### src/logic/hba_pkg.sv
// Constants and carriers for the host-bus arbiter configuration controller.
// Assumes one 100 MHz clock shared by every module that imports it.
`default_nettype none
package hba_pkg;
   // ==========================================================
   // Own register map, byte addresses on classic Wishbone
   localparam logic [7:0] ADR_CONFIG  = 8'h00;
   localparam logic [7:0] ADR_SYSTEM  = 8'h04;
   localparam logic [7:0] ADR_COMMAND = 8'h08;
   localparam logic [7:0] ADR_STATUS  = 8'h0c;
   localparam logic [7:0] ADR_ARB_OUT = 8'h10;
   localparam logic [7:0] ADR_CS_OUT  = 8'h14;
   localparam logic [31:0] CONFIG_RST = 32'h0000_0000;
   localparam logic [31:0] SYSTEM_RST = 32'h0000_0000;
   // ==========================================================
   // Arbiter control word fields
   localparam int ARB_DEPTH_LSB = 0;
   localparam int ARB_IDLE_DG   = 3;
   localparam int ARB_RSD       = 4;
   localparam int ARB_MODE      = 5;
   localparam int ARB_EN        = 6;
   localparam int ARB_REDUCED_SETUP_TIME      = 7;
   localparam int ARB_DDG       = 8;
   localparam logic [2:0] DEPTH_FOUR = 3'h0;
   localparam logic [2:0] DEPTH_ONE  = 3'h1;
   localparam logic [2:0] DEPTH_TWO  = 3'h2;
   // ==========================================================
   // Chip-select mask word fields
   localparam int CS_READ_TURNOFF_FIELD_LSB = 0;
   localparam int CS_WS_LSB   = 2;
   localparam int CFG_CS_LSB  = 16;
   localparam logic [1:0] READ_TURNOFF_FIELD_ZERO = 2'h0;
   localparam logic [4:0] WS_NONE   = 5'h00;
   localparam logic [4:0] WS_ONE    = 5'h01;
   // ==========================================================
   // System, command and status bits
   localparam int SYS_ASRAM   = 0;
   localparam int SYS_NRSDRAM = 1;
   localparam int SYS_LATE    = 2;
   localparam int SYS_EXT_ARB = 3;
   localparam int CMD_PUSH    = 0;
   localparam int ST_BUSY     = 0;
   localparam int ST_HAZARD   = 1;
   localparam int ST_ODD      = 2;
   localparam int ST_FIXED    = 3;
   // ==========================================================
   // Host bus transfer sizes and config word selects
   localparam logic [5:0] BEAT_BYTES  = 6'h08;
   localparam logic [5:0] BURST_BYTES = 6'h20;
   localparam logic       SEL_ARB     = 1'b0;
   localparam logic       SEL_CS      = 1'b1;

   typedef struct packed {
      logic        req;
      logic        sel;
      logic [31:0] data;
   } hba_cfg_bus_t;

   typedef struct packed {
      logic [31:0] addr;
      logic [5:0]  len;
   } hba_xfer_t;

   typedef struct packed {
      logic [31:0] addr;
      logic [5:0]  size;
      logic        burst;
   } hba_piece_t;
endpackage
`default_nettype wire

### src/logic/hba_ctrl.sv
// Host-side configuration controller for a pipelined host bus arbiter.
// Software reaches it over classic Wishbone; the device sees a req/ack
// write port and a stream of legal bridge transfer pieces.
`default_nettype none
`timescale 1ns/1ns

module hba_ctrl import hba_pkg::*; (
   input  wire logic         mclk_i,
   input  wire logic         rst_b_i,
   input  wire logic         ce_i,
   input  wire logic         wb_cyc_i,
   input  wire logic         wb_stb_i,
   input  wire logic         wb_we_i,
   input  wire logic [7:0]   wb_adr_i,
   input  wire logic [3:0]   wb_sel_i,
   input  wire logic [31:0]  wb_dat_i,
   output logic [31:0]       wb_dat_o,
   output logic              wb_ack_o,
   output hba_cfg_bus_t      cfg_o,
   input  wire logic         cfg_ack_i,
   input  wire hba_xfer_t    xfer_i,
   input  wire logic         xfer_valid_i,
   output logic              xfer_ready_o,
   output hba_piece_t        piece_o,
   output logic              piece_valid_o,
   input  wire logic         piece_ready_i
);
   logic [31:0] config_q;
   logic [31:0] system_q;
   logic [31:0] arb_out;
   logic [31:0] cs_out;
   logic        hazard;
   logic        odd_seen;
   logic        fixed;
   logic        push_busy;
   logic        acc;
   logic        wr;
   logic        push;
   logic        odd_pulse;
   logic        follow;
   logic        piece_take;
   logic        hazard_set;
   logic [31:0] next_arb;
   logic [31:0] next_cs;
   logic        next_fixed;
   logic [31:0] next_rdata;
   logic [31:0] req_arb;
   logic [31:0] req_cs;

   function automatic logic [31:0] hba_merge(input logic [31:0] old,
                                             input logic [31:0] wd,
                                             input logic [3:0]  sel);
      logic [31:0] r;
      r = old;
      for (int b = 0; b < 4; b++) begin
         if (sel[b]) begin
            r[8*b +: 8] = wd[8*b +: 8];
         end
      end
      return r;
   endfunction

   // ==========================================================
   // Wishbone slave: ack one cycle after the strobe is seen
   assign acc  = wb_cyc_i && wb_stb_i && !wb_ack_o;
   assign wr   = acc && wb_we_i;
   assign push = ce_i && wr && (wb_adr_i == ADR_COMMAND) && wb_sel_i[0] &&
                 wb_dat_i[CMD_PUSH] && !push_busy;

   always_ff @(posedge mclk_i or negedge rst_b_i) begin
      if (!rst_b_i) begin
         wb_ack_o <= 1'b0;
      end else if (ce_i) begin
         wb_ack_o <= acc;
      end
   end

   always_comb begin
      next_rdata = '0;
      unique case (wb_adr_i)
         ADR_CONFIG:  next_rdata = config_q;
         ADR_SYSTEM:  next_rdata = system_q;
         ADR_STATUS:  begin
            next_rdata[ST_BUSY]   = push_busy;
            next_rdata[ST_HAZARD] = hazard;
            next_rdata[ST_ODD]    = odd_seen;
            next_rdata[ST_FIXED]  = fixed;
         end
         ADR_ARB_OUT: next_rdata = arb_out;
         ADR_CS_OUT:  next_rdata = cs_out;
         default:     next_rdata = '0;
      endcase
   end

   always_ff @(posedge mclk_i or negedge rst_b_i) begin
      if (!rst_b_i) begin
         wb_dat_o <= '0;
      end else if (ce_i && acc) begin
         wb_dat_o <= next_rdata;
      end
   end

   // ==========================================================
   // Software-facing settings
   always_ff @(posedge mclk_i or negedge rst_b_i) begin
      if (!rst_b_i) begin
         config_q <= CONFIG_RST;
         system_q <= SYSTEM_RST;
      end else if (ce_i && wr) begin
         if (wb_adr_i == ADR_CONFIG) begin
            config_q <= hba_merge(config_q, wb_dat_i, wb_sel_i);
         end
         if (wb_adr_i == ADR_SYSTEM) begin
            system_q <= hba_merge(system_q, wb_dat_i, wb_sel_i);
         end
      end
   end

   // ==========================================================
   // Legalise requested settings before they reach the device
   always_comb begin
      logic [2:0] depth;
      logic [1:0] read_turnoff_field;
      logic [4:0] ws;
      logic       en;
      logic       ddg;
      logic       reduced_setup_time;
      logic       rsd;
      depth   = config_q[ARB_DEPTH_LSB +: 3];
      read_turnoff_field    = config_q[CFG_CS_LSB + CS_READ_TURNOFF_FIELD_LSB +: 2];
      ws      = config_q[CFG_CS_LSB + CS_WS_LSB +: 5];
      en      = config_q[ARB_EN];
      ddg     = config_q[ARB_DDG];
      reduced_setup_time    = config_q[ARB_REDUCED_SETUP_TIME];
      rsd     = config_q[ARB_RSD];
      req_arb = {23'h0, config_q[ARB_DDG:0]};
      req_cs  = {25'h0, config_q[CFG_CS_LSB +: 7]};
      // Never hand the device a reserved depth code
      if (depth != DEPTH_FOUR && depth != DEPTH_ONE && depth != DEPTH_TWO) begin
         depth = DEPTH_ONE;
      end
      if (en) begin
         if (system_q[SYS_LATE]) begin
            ddg = 1'b1;
         end else if (system_q[SYS_EXT_ARB]) begin
            en = 1'b0;
         end else begin
            depth = DEPTH_ONE;
         end
      end
      if (depth == DEPTH_FOUR) begin
         rsd = 1'b1;
      end
      if (system_q[SYS_NRSDRAM]) begin
         reduced_setup_time = 1'b1;
      end
      if (system_q[SYS_ASRAM]) begin
         read_turnoff_field = READ_TURNOFF_FIELD_ZERO;
         if (!reduced_setup_time && ws == WS_NONE) begin
            ws = WS_ONE;
         end
      end
      next_arb = req_arb;
      next_arb[ARB_DEPTH_LSB +: 3] = depth;
      next_arb[ARB_EN]   = en;
      next_arb[ARB_DDG]  = ddg;
      next_arb[ARB_REDUCED_SETUP_TIME] = reduced_setup_time;
      next_arb[ARB_RSD]  = rsd;
      next_cs = '0;
      next_cs[CS_READ_TURNOFF_FIELD_LSB +: 2] = read_turnoff_field;
      next_cs[CS_WS_LSB +: 5]   = ws;
      next_fixed = (next_arb != req_arb) || (next_cs != req_cs);
   end

   // Words held so software can read back what was sent
   always_ff @(posedge mclk_i or negedge rst_b_i) begin
      if (!rst_b_i) begin
         arb_out <= '0;
         cs_out  <= '0;
         fixed   <= 1'b0;
      end else if (push) begin
         arb_out <= next_arb;
         cs_out  <= next_cs;
         fixed   <= next_fixed;
      end
   end

   // ==========================================================
   // Sticky status; a set in the clearing cycle wins
   assign piece_take = ce_i && piece_valid_o && piece_ready_i;
   assign hazard_set = piece_take && follow && arb_out[ARB_EN] &&
                       arb_out[ARB_DEPTH_LSB +: 3] == DEPTH_ONE &&
                       !arb_out[ARB_DDG];

   always_ff @(posedge mclk_i or negedge rst_b_i) begin
      if (!rst_b_i) begin
         hazard   <= 1'b0;
         odd_seen <= 1'b0;
      end else if (ce_i) begin
         if (hazard_set) begin
            hazard <= 1'b1;
         end else if (wr && wb_adr_i == ADR_STATUS && wb_sel_i[0] &&
                      wb_dat_i[ST_HAZARD]) begin
            hazard <= 1'b0;
         end
         if (odd_pulse) begin
            odd_seen <= 1'b1;
         end else if (wr && wb_adr_i == ADR_STATUS && wb_sel_i[0] &&
                      wb_dat_i[ST_ODD]) begin
            odd_seen <= 1'b0;
         end
      end
   end

   // ==========================================================
   // Sub-blocks
   hba_cfg_push u_push (
      .mclk_i     (mclk_i),
      .rst_b_i    (rst_b_i),
      .ce_i       (ce_i),
      .start_i    (push),
      .arb_word_i (next_arb),
      .cs_word_i  (next_cs),
      .cfg_ack_i  (cfg_ack_i),
      .busy_o     (push_busy),
      .cfg_o      (cfg_o)
   );

   hba_xfer_split u_split (
      .mclk_i        (mclk_i),
      .rst_b_i       (rst_b_i),
      .ce_i          (ce_i),
      .req_i         (xfer_i),
      .req_valid_i   (xfer_valid_i),
      .req_ready_o   (xfer_ready_o),
      .piece_o       (piece_o),
      .piece_valid_o (piece_valid_o),
      .piece_ready_i (piece_ready_i),
      .follow_o      (follow),
      .odd_o         (odd_pulse)
   );

   // ==========================================================
   // Checks
   depth_rsd_a: assert property (@(posedge mclk_i) disable iff (!rst_b_i)
      cfg_o.req && cfg_o.sel == SEL_ARB &&
      cfg_o.data[ARB_DEPTH_LSB +: 3] == DEPTH_FOUR |-> cfg_o.data[ARB_RSD])
      else $error("depth four sent without reduced slave depth");

   asram_wait_a: assert property (@(posedge mclk_i) disable iff (!rst_b_i)
      push && system_q[SYS_ASRAM] |=>
      arb_out[ARB_REDUCED_SETUP_TIME] || cs_out[CS_WS_LSB +: 5] != WS_NONE)
      else $error("async SRAM with no wait state");

   sdram_setup_a: assert property (@(posedge mclk_i) disable iff (!rst_b_i)
      push && system_q[SYS_NRSDRAM] |=> arb_out[ARB_REDUCED_SETUP_TIME])
      else $error("setup bit clear for plain SDRAM");

   asram_read_turnoff_field_a: assert property (@(posedge mclk_i) disable iff (!rst_b_i)
      push && system_q[SYS_ASRAM] |=> cs_out[CS_READ_TURNOFF_FIELD_LSB +: 2] == READ_TURNOFF_FIELD_ZERO)
      else $error("async SRAM with nonzero turn-off");

   late_grant_a: assert property (@(posedge mclk_i) disable iff (!rst_b_i)
      push && config_q[ARB_EN] && system_q[SYS_LATE] |=>
      arb_out[ARB_DDG] && arb_out[ARB_EN])
      else $error("late silicon without delayed data grant");

   early_depth_a: assert property (@(posedge mclk_i) disable iff (!rst_b_i)
      push && config_q[ARB_EN] && !system_q[SYS_LATE] && !system_q[SYS_EXT_ARB]
      |=> arb_out[ARB_EN] && arb_out[ARB_DEPTH_LSB +: 3] == DEPTH_ONE)
      else $error("workaround depth not applied");

   ext_arb_a: assert property (@(posedge mclk_i) disable iff (!rst_b_i)
      push && config_q[ARB_EN] && !system_q[SYS_LATE] && system_q[SYS_EXT_ARB]
      |=> !arb_out[ARB_EN])
      else $error("internal arbiter left on");

   hazard_flag_a: assert property (@(posedge mclk_i) disable iff (!rst_b_i)
      hazard_set |=> hazard)
      else $error("hang risk not flagged");

   odd_flag_a: assert property (@(posedge mclk_i) disable iff (!rst_b_i)
      ce_i && odd_pulse |=> odd_seen)
      else $error("odd request not flagged");

   push_send_a: assert property (@(posedge mclk_i) disable iff (!rst_b_i)
      push |=> cfg_o.req && cfg_o.sel == SEL_ARB && cfg_o.data == arb_out)
      else $error("pushed word not sent");
endmodule // hba_ctrl
`default_nettype wire

### src/logic/hba_cfg_push.sv
// Writes the arbiter word, then the chip-select word, to the device.
// Assumes a four-phase req/ack on device pins; ack arrives asynchronously.
`default_nettype none
`timescale 1ns/1ns
module hba_cfg_push import hba_pkg::*; (
   input  wire logic         mclk_i,
   input  wire logic         rst_b_i,
   input  wire logic         ce_i,
   input  wire logic         start_i,
   input  wire logic [31:0]  arb_word_i,
   input  wire logic [31:0]  cs_word_i,
   input  wire logic         cfg_ack_i,
   output logic              busy_o,
   output hba_cfg_bus_t      cfg_o
);
   typedef enum logic [2:0] {
      HBA_IDLE, HBA_SEND_ARB, HBA_LOW_ARB, HBA_SEND_CS, HBA_LOW_CS
   } hba_push_st_t;

   hba_push_st_t state;
   logic         ack_meta;
   logic         ack_s;

   // ==========================================================
   // Ack synchroniser
   always_ff @(posedge mclk_i or negedge rst_b_i) begin
      if (!rst_b_i) begin
         ack_meta <= 1'b0;
         ack_s    <= 1'b0;
      end else if (ce_i) begin
         ack_meta <= cfg_ack_i;
         ack_s    <= ack_meta;
      end
   end

   // ==========================================================
   // Sequencer; request held until ack seen, then ack must fall
   always_ff @(posedge mclk_i or negedge rst_b_i) begin
      if (!rst_b_i) begin
         state <= HBA_IDLE;
         cfg_o <= '0;
      end else if (ce_i) begin
         unique case (state)
            HBA_IDLE: if (start_i) begin
               state <= HBA_SEND_ARB;
               cfg_o <= '{req: 1'b1, sel: SEL_ARB, data: arb_word_i};
            end
            HBA_SEND_ARB: if (ack_s) begin
               state     <= HBA_LOW_ARB;
               cfg_o.req <= 1'b0;
            end
            HBA_LOW_ARB: if (!ack_s) begin
               state <= HBA_SEND_CS;
               cfg_o <= '{req: 1'b1, sel: SEL_CS, data: cs_word_i};
            end
            HBA_SEND_CS: if (ack_s) begin
               state     <= HBA_LOW_CS;
               cfg_o.req <= 1'b0;
            end
            HBA_LOW_CS: if (!ack_s) begin
               state <= HBA_IDLE;
            end
         endcase
      end
   end

   assign busy_o = (state != HBA_IDLE);

   req_hold_a: assert property (@(posedge mclk_i) disable iff (!rst_b_i)
      cfg_o.req && !ack_s |=> cfg_o.req && $stable(cfg_o.data))
      else $error("config request dropped before ack");
endmodule // hba_cfg_push
`default_nettype wire

### src/logic/hba_xfer_split.sv
// Splits bridge requests into singles inside one 8-byte lane or aligned 32-byte bursts.
// Assumes requests and piece ready come from logic on mclk_i.
`default_nettype none
`timescale 1ns/1ns
module hba_xfer_split import hba_pkg::*; (
   input  wire logic   mclk_i,
   input  wire logic   rst_b_i,
   input  wire logic   ce_i,
   input  wire hba_xfer_t req_i,
   input  wire logic   req_valid_i,
   output logic        req_ready_o,
   output hba_piece_t  piece_o,
   output logic        piece_valid_o,
   input  wire logic   piece_ready_i,
   output logic        follow_o,
   output logic        odd_o
);
   logic        active;
   logic        first;
   logic [31:0] cur_addr;
   logic [5:0]  remain;
   logic [5:0]  room;
   logic [5:0]  next_size;
   logic        next_burst;
   logic        load;

   assign req_ready_o = !active;
   assign load        = active && (!piece_valid_o || piece_ready_i);
   assign room        = BEAT_BYTES - {3'h0, cur_addr[2:0]};
   assign next_burst  = (cur_addr[4:0] == 5'h00) && (remain == BURST_BYTES);
   // Singles never cross an 8-byte lane; larger or ragged requests become singles, save a 32-aligned final 32 bytes, which go as a burst
   assign next_size   = next_burst ? BURST_BYTES :
                        (remain < room) ? remain : room;

   // ==========================================================
   // Request walker
   always_ff @(posedge mclk_i or negedge rst_b_i) begin
      if (!rst_b_i) begin
         active   <= 1'b0;
         first    <= 1'b0;
         cur_addr <= '0;
         remain   <= '0;
         odd_o    <= 1'b0;
      end else if (ce_i) begin
         odd_o <= 1'b0;
         if (!active && req_valid_i) begin
            active   <= (req_i.len != 6'h00);
            first    <= 1'b1;
            cur_addr <= req_i.addr;
            remain   <= req_i.len;
            odd_o    <= !(((req_i.len == BEAT_BYTES) && (req_i.addr[2:0] == 3'h0)) ||
                          ((req_i.len == BURST_BYTES) && (req_i.addr[4:0] == 5'h00)));
         end else if (load) begin
            first    <= 1'b0;
            cur_addr <= cur_addr + {26'h0, next_size};
            remain   <= remain - next_size;
            active   <= (remain != next_size);
         end
      end
   end

   // ==========================================================
   // Piece output register
   always_ff @(posedge mclk_i or negedge rst_b_i) begin
      if (!rst_b_i) begin
         piece_o       <= '0;
         piece_valid_o <= 1'b0;
         follow_o      <= 1'b0;
      end else if (ce_i) begin
         if (load) begin
            piece_o       <= '{addr: cur_addr, size: next_size, burst: next_burst};
            piece_valid_o <= 1'b1;
            follow_o      <= !first;
         end else if (piece_ready_i) begin
            piece_valid_o <= 1'b0;
         end
      end
   end

   piece_shape_a: assert property (@(posedge mclk_i) disable iff (!rst_b_i)
      piece_valid_o |-> (piece_o.burst && piece_o.size == BURST_BYTES &&
                         piece_o.addr[4:0] == 5'h00) ||
                        (!piece_o.burst && piece_o.size != 6'h00 &&
                         ({3'h0, piece_o.addr[2:0]} + piece_o.size) <= BEAT_BYTES))
      else $error("piece not aligned single or burst");
endmodule // hba_xfer_split
`default_nettype wire

### config.mk
export PLATFORM = sky130hd
export DESIGN_NAME = hba_ctrl
export DESIGN_NICKNAME = d
export VERILOG_FILES = /design/src/logic/hba_pkg.sv /design/src/logic/hba_ctrl.sv /design/src/logic/hba_cfg_push.sv /design/src/logic/hba_xfer_split.sv
export SDC_FILE = /design/constraint.sdc
export NUM_CORES = 1
export LEC_CHECK = 0
export BUFFER_PORTS_ARGS = -buffer_cell sky130_fd_sc_hd__buf_2
export CORE_ASPECT_RATIO = 1.75
export CORE_UTILIZATION = 60
export DETAILED_ROUTE_END_ITERATION = 7
export PLACE_DENSITY = 0.86
export SLEW_MARGIN = 25
export SYNTH_ARGS = -nofsm -noshare
export SYNTH_HDL_FRONTEND = slang
export SYNTH_SLANG_ARGS = --single-unit
### constraint.sdc
create_clock -name mclk_i -period 7.7 [get_ports mclk_i]
set_input_delay 0 -clock mclk_i [delete_from_list [all_inputs] [get_ports mclk_i]]
set_output_delay 0 -clock mclk_i [all_outputs]
set_load 0.05 [all_outputs]
==> impl_metrics.toml <==
[power_and_ir_drop]
power_leakage_nw = 6.218
power_density_nw_per_um2 = 359.2
p_int_mw = 2.556
fin_total_pwr_mw = 4.581
pwr-share-seq_pct = 35.5
power.net_switching_mw = 2.025
pwr-share-comb_pct = 41.9
clkPwrFrac_pct = 22.6
vdd_drop_max_mv = 0.3046
switching_share_pct = 44.21

[global_route]
gr-total-overflow = 0
grt_pass1_vias = 9631
gr-usage-met2_pct = 63.49
grt-busiest-layer = "met2"
grt_util_met1_pct = 37.99
grt_usage_pct = 35.83
grt_pass1_wl_um = 49380
antenna_found_initial = 2
grtUsageMet3_pct = 6.606
grt_max_degree = 86

[route]
vias = 9266
drtPass1Iterations = 5
wire_per_inst_um = 20.57
drc = 0
drtIter0Drc = 499
ant_nets = 0
drt_wl_total_um = 31100
vias_per_cell = 6.128

[clock_network]
htreeDepth = 1
numCtsBuffers = 20
cts_root_buf = "clkbuf_16"
cts_resized = 0
clockBufferDepth = 3
path_clk_slew_ps = 70
holdBufCountCts = 74
cts_sinks = 214
clk_latency_ps = 500
cts_tree = "done"
post-cts-setup-buffers = 0

[yosys]
synth_top_cell_by_area = "dfrtp_1"
synth-seq-cells = 214
synth_top_area_share_pct = 51.84
synth_area_sq_um = 10330
synth_warnings = 0
ys.flop_type = "dfrtp_1"
yosysSeqAreaShare_pct = 51.84
yosys-top-cells-area = "dfrtp_1, mux2_2, nand2_1"
yosysUniqueCellTypes = 71
syn_avg_cell_area_sq_um = 9.981
syn_inst = 1035
synth_edf_count = 0
async_flop_share_pct = 100.0

[sta]
finClkSkew_ps = 14.63
period_share_pct = 60.28
setup_ws_ps = 3058
final_max_slew_viol_count = 0
max_freq_ghz = 0.2154
finalSetupTns_ps = 0
setup_viol = 0
worstMarginPinSlew_ps = 882.8
slew_headroom_pct = 40.87
whs_ps = 55.58
hold_viol = 0
rsz0062_at_grt = "false"
fin_crit_ps = 4642

[final_layout]
synthToLayoutAreaGrowth_pct = 23.46
finalNonFillerCells = 1512
drive_above_1_share_pct = 24.53
final_nets = 1378

[setup_path]
critPathMaxFanout = 7
arrival_ps = 5020
crit_path_start_kind = "flip-flop"
reg2reg_from = "u_split.cur_addr[0]"
rr_worst_depth = 16
ff2ff_setup_slack_ps = 3060
end_kind = "flip-flop"
path_cells = "inv_1 -> ha_1 -> xor2_1 -> ha_1 -> o21ai_0 -> o21ai_1 -> mux2i_1 -> nor2_1 -> inv_1 -> fa_1 -> nand2b_1 -> a21o_1 -> a211o_1 -> nor3_1 -> nand4_1 -> a221oi_1"
crit_type = "reg2reg"
r2r_end = "u_split.cur_addr[28]"
cpPeakStageDelay_ps = 580
cpMaxStageDelayCell = "nor3_1"
required_ps = 8080

[hold_path]
hold_depth = 3
min_path_type = "in2reg"
min_to = "u_split.remain[2]"
holdCritStartpoint = "xfer_valid_i"

[job]
cap_violations = 0

[status]
status = "finished clean"

[placed_design]
place_congestion = 0.9473
dp_cells = 1401
hpwl_um = 19830
io_buffers = 175
pre_cts_slack_ps = 3110

[floorplanning]
die-area_sq_um = 17770
start_util_pct = 61.24
fp.dieW_um = 101.2
core_sq_um = 16870
rows = 63
dieHeight_um = 175.6
ioPinCount = 199
==> logic make-up after synthesis <==
kind of cell	count (synthesis)	share of synthesized area (%)
AND/OR/NAND/NOR	371	16.34
AO/OA/AOI/OAI	232	14.67
flip-flops	214	51.84
buffers and inverters	104	4.748
multiplexers	90	9.702
adder cells (fa/ha/maj)	17	2.204
XOR/XNOR	5	0.4240
other	2	0.07270
==> cell usage in the layout (no fill, tap or decap), types with 18 or more instances in the layout <==
master,netlist,layout
buf_2,4,174
a221oi_1,29,29
dlygate4sd3_1,0,74
mux2_2,76,76
a21oi_1,48,48
nor3_1,18,18
nand3_1,20,19
nor2_1,97,97
nand2_1,164,164
inv_1,32,32
o21ai_0,64,64
dfrtp_1,214,214
conb_1,2,25
clkbuf_16,0,21
==> cell type report <==
class                           instances  area (sq um)
Sequential cell                       214          5355
Multi-Input combinational cell        740          4578
Fill cell                            1080          4115
Timing Repair Buffer                  262          1723
Clock buffer                           29         625.6
Tap cell                              227         284.0
Inverter                               32         120.1
Clock inverter                          7         65.06
Antenna cell                            1         2.502
==> layer usage <==
metal,share of wire (%),up-vias
met5,0.035,-
met4,6.8,2
met3,7.2,163
met2,52,550
met1,34,4459
li1,-,4092
==> power groups by stage <==
stage | sequential (mW) | clock [mW] | combinational (mW)
after global routing | 1.65 | 1.09 | 2.08
final | 1.63 | 1.03 | 1.92
after global placement | 1.61 | 0 | 1.83
after detailed placement | 1.62 | 0 | 1.85
after CTS | 1.61 | 1.05 | 1.89
after floorplan | 2.06 | 0 | 0.914
==> critical path, delay by kind of cell (launching register included) <==
family	cells	cell delay, ps
xor gates and xnor gates	1	160
adders and majority gates	3	940
AOI/OAI and AO/OA	5	1340
buffers and inverters	2	220
DFF	1	440
muxes	1	170
and+or+nand+nor	4	1250
==> synth_stat cells, types with 5 or more instances <==
master    count
o211ai_1      7
mux2i_1       9
a22oi_1       7
a21oi_1      48
and3_1        6
a31oi_1      10
nor2_1       97
nand2b_1     11
buf_1         7
o21a_1        5
nand2_1     164
o21ai_0      64
o22ai_1      11
nand3_1      20
buf_4        24
mux2_1        5
clkbuf_1     36
nor4_1        5
a211oi_1     11
a22o_1        7
dfrtp_1     214
nor3_1       18
ha_1         15
a221oi_1     29
or3_1         8
and2_1        5
mux2_2       76
nand4_1       9
inv_1        32
==> worst max path at each step <==
stage	startpoint	end	cells past startpoint
6_report	u_split.cur_addr[0]	u_split.cur_addr[28]	16
5_1_grt	u_split.cur_addr[0]	u_split.cur_addr[28]	16
4_1_cts	u_split.cur_addr[0]	u_split.cur_addr[28]	16
3_5_place_dp	u_split.cur_addr[0]	u_split.cur_addr[28]	16
3_3_place_gp	u_split.cur_addr[2]	u_split.cur_addr[28]	14
2_1_floorplan	u_split.cur_addr[0]	u_split.cur_addr[28]	16
==> sequential cells by signal (all words and copies together) (netlist names) <==
register,flops
config_q,32
u_push.ack_meta,1
fixed,1
arb_out,9
u_split.remain,6
u_split.active,1
u_push.state,3
wb_dat_o,32
u_push.ack_s,1
u_split.first,1
system_q,32
cs_out,7
u_split.odd_o,1
hazard,1
u_split.piece_o,39
odd_seen,1
u_split.piece_valid_o,1
u_push.cfg_o,11
u_split.follow_o,1
wb_ack_o,1
u_split.cur_addr,32
==> stage by stage <==
step                area, sq um  util (%)
floorplan                 10420         -
global placement          11320     67.10
detailed placement        11320     67.10
CTS                       12750     75.59
global route              12750     75.60
finish                    12750     75.60
Power figures use the tool's default switching activity.
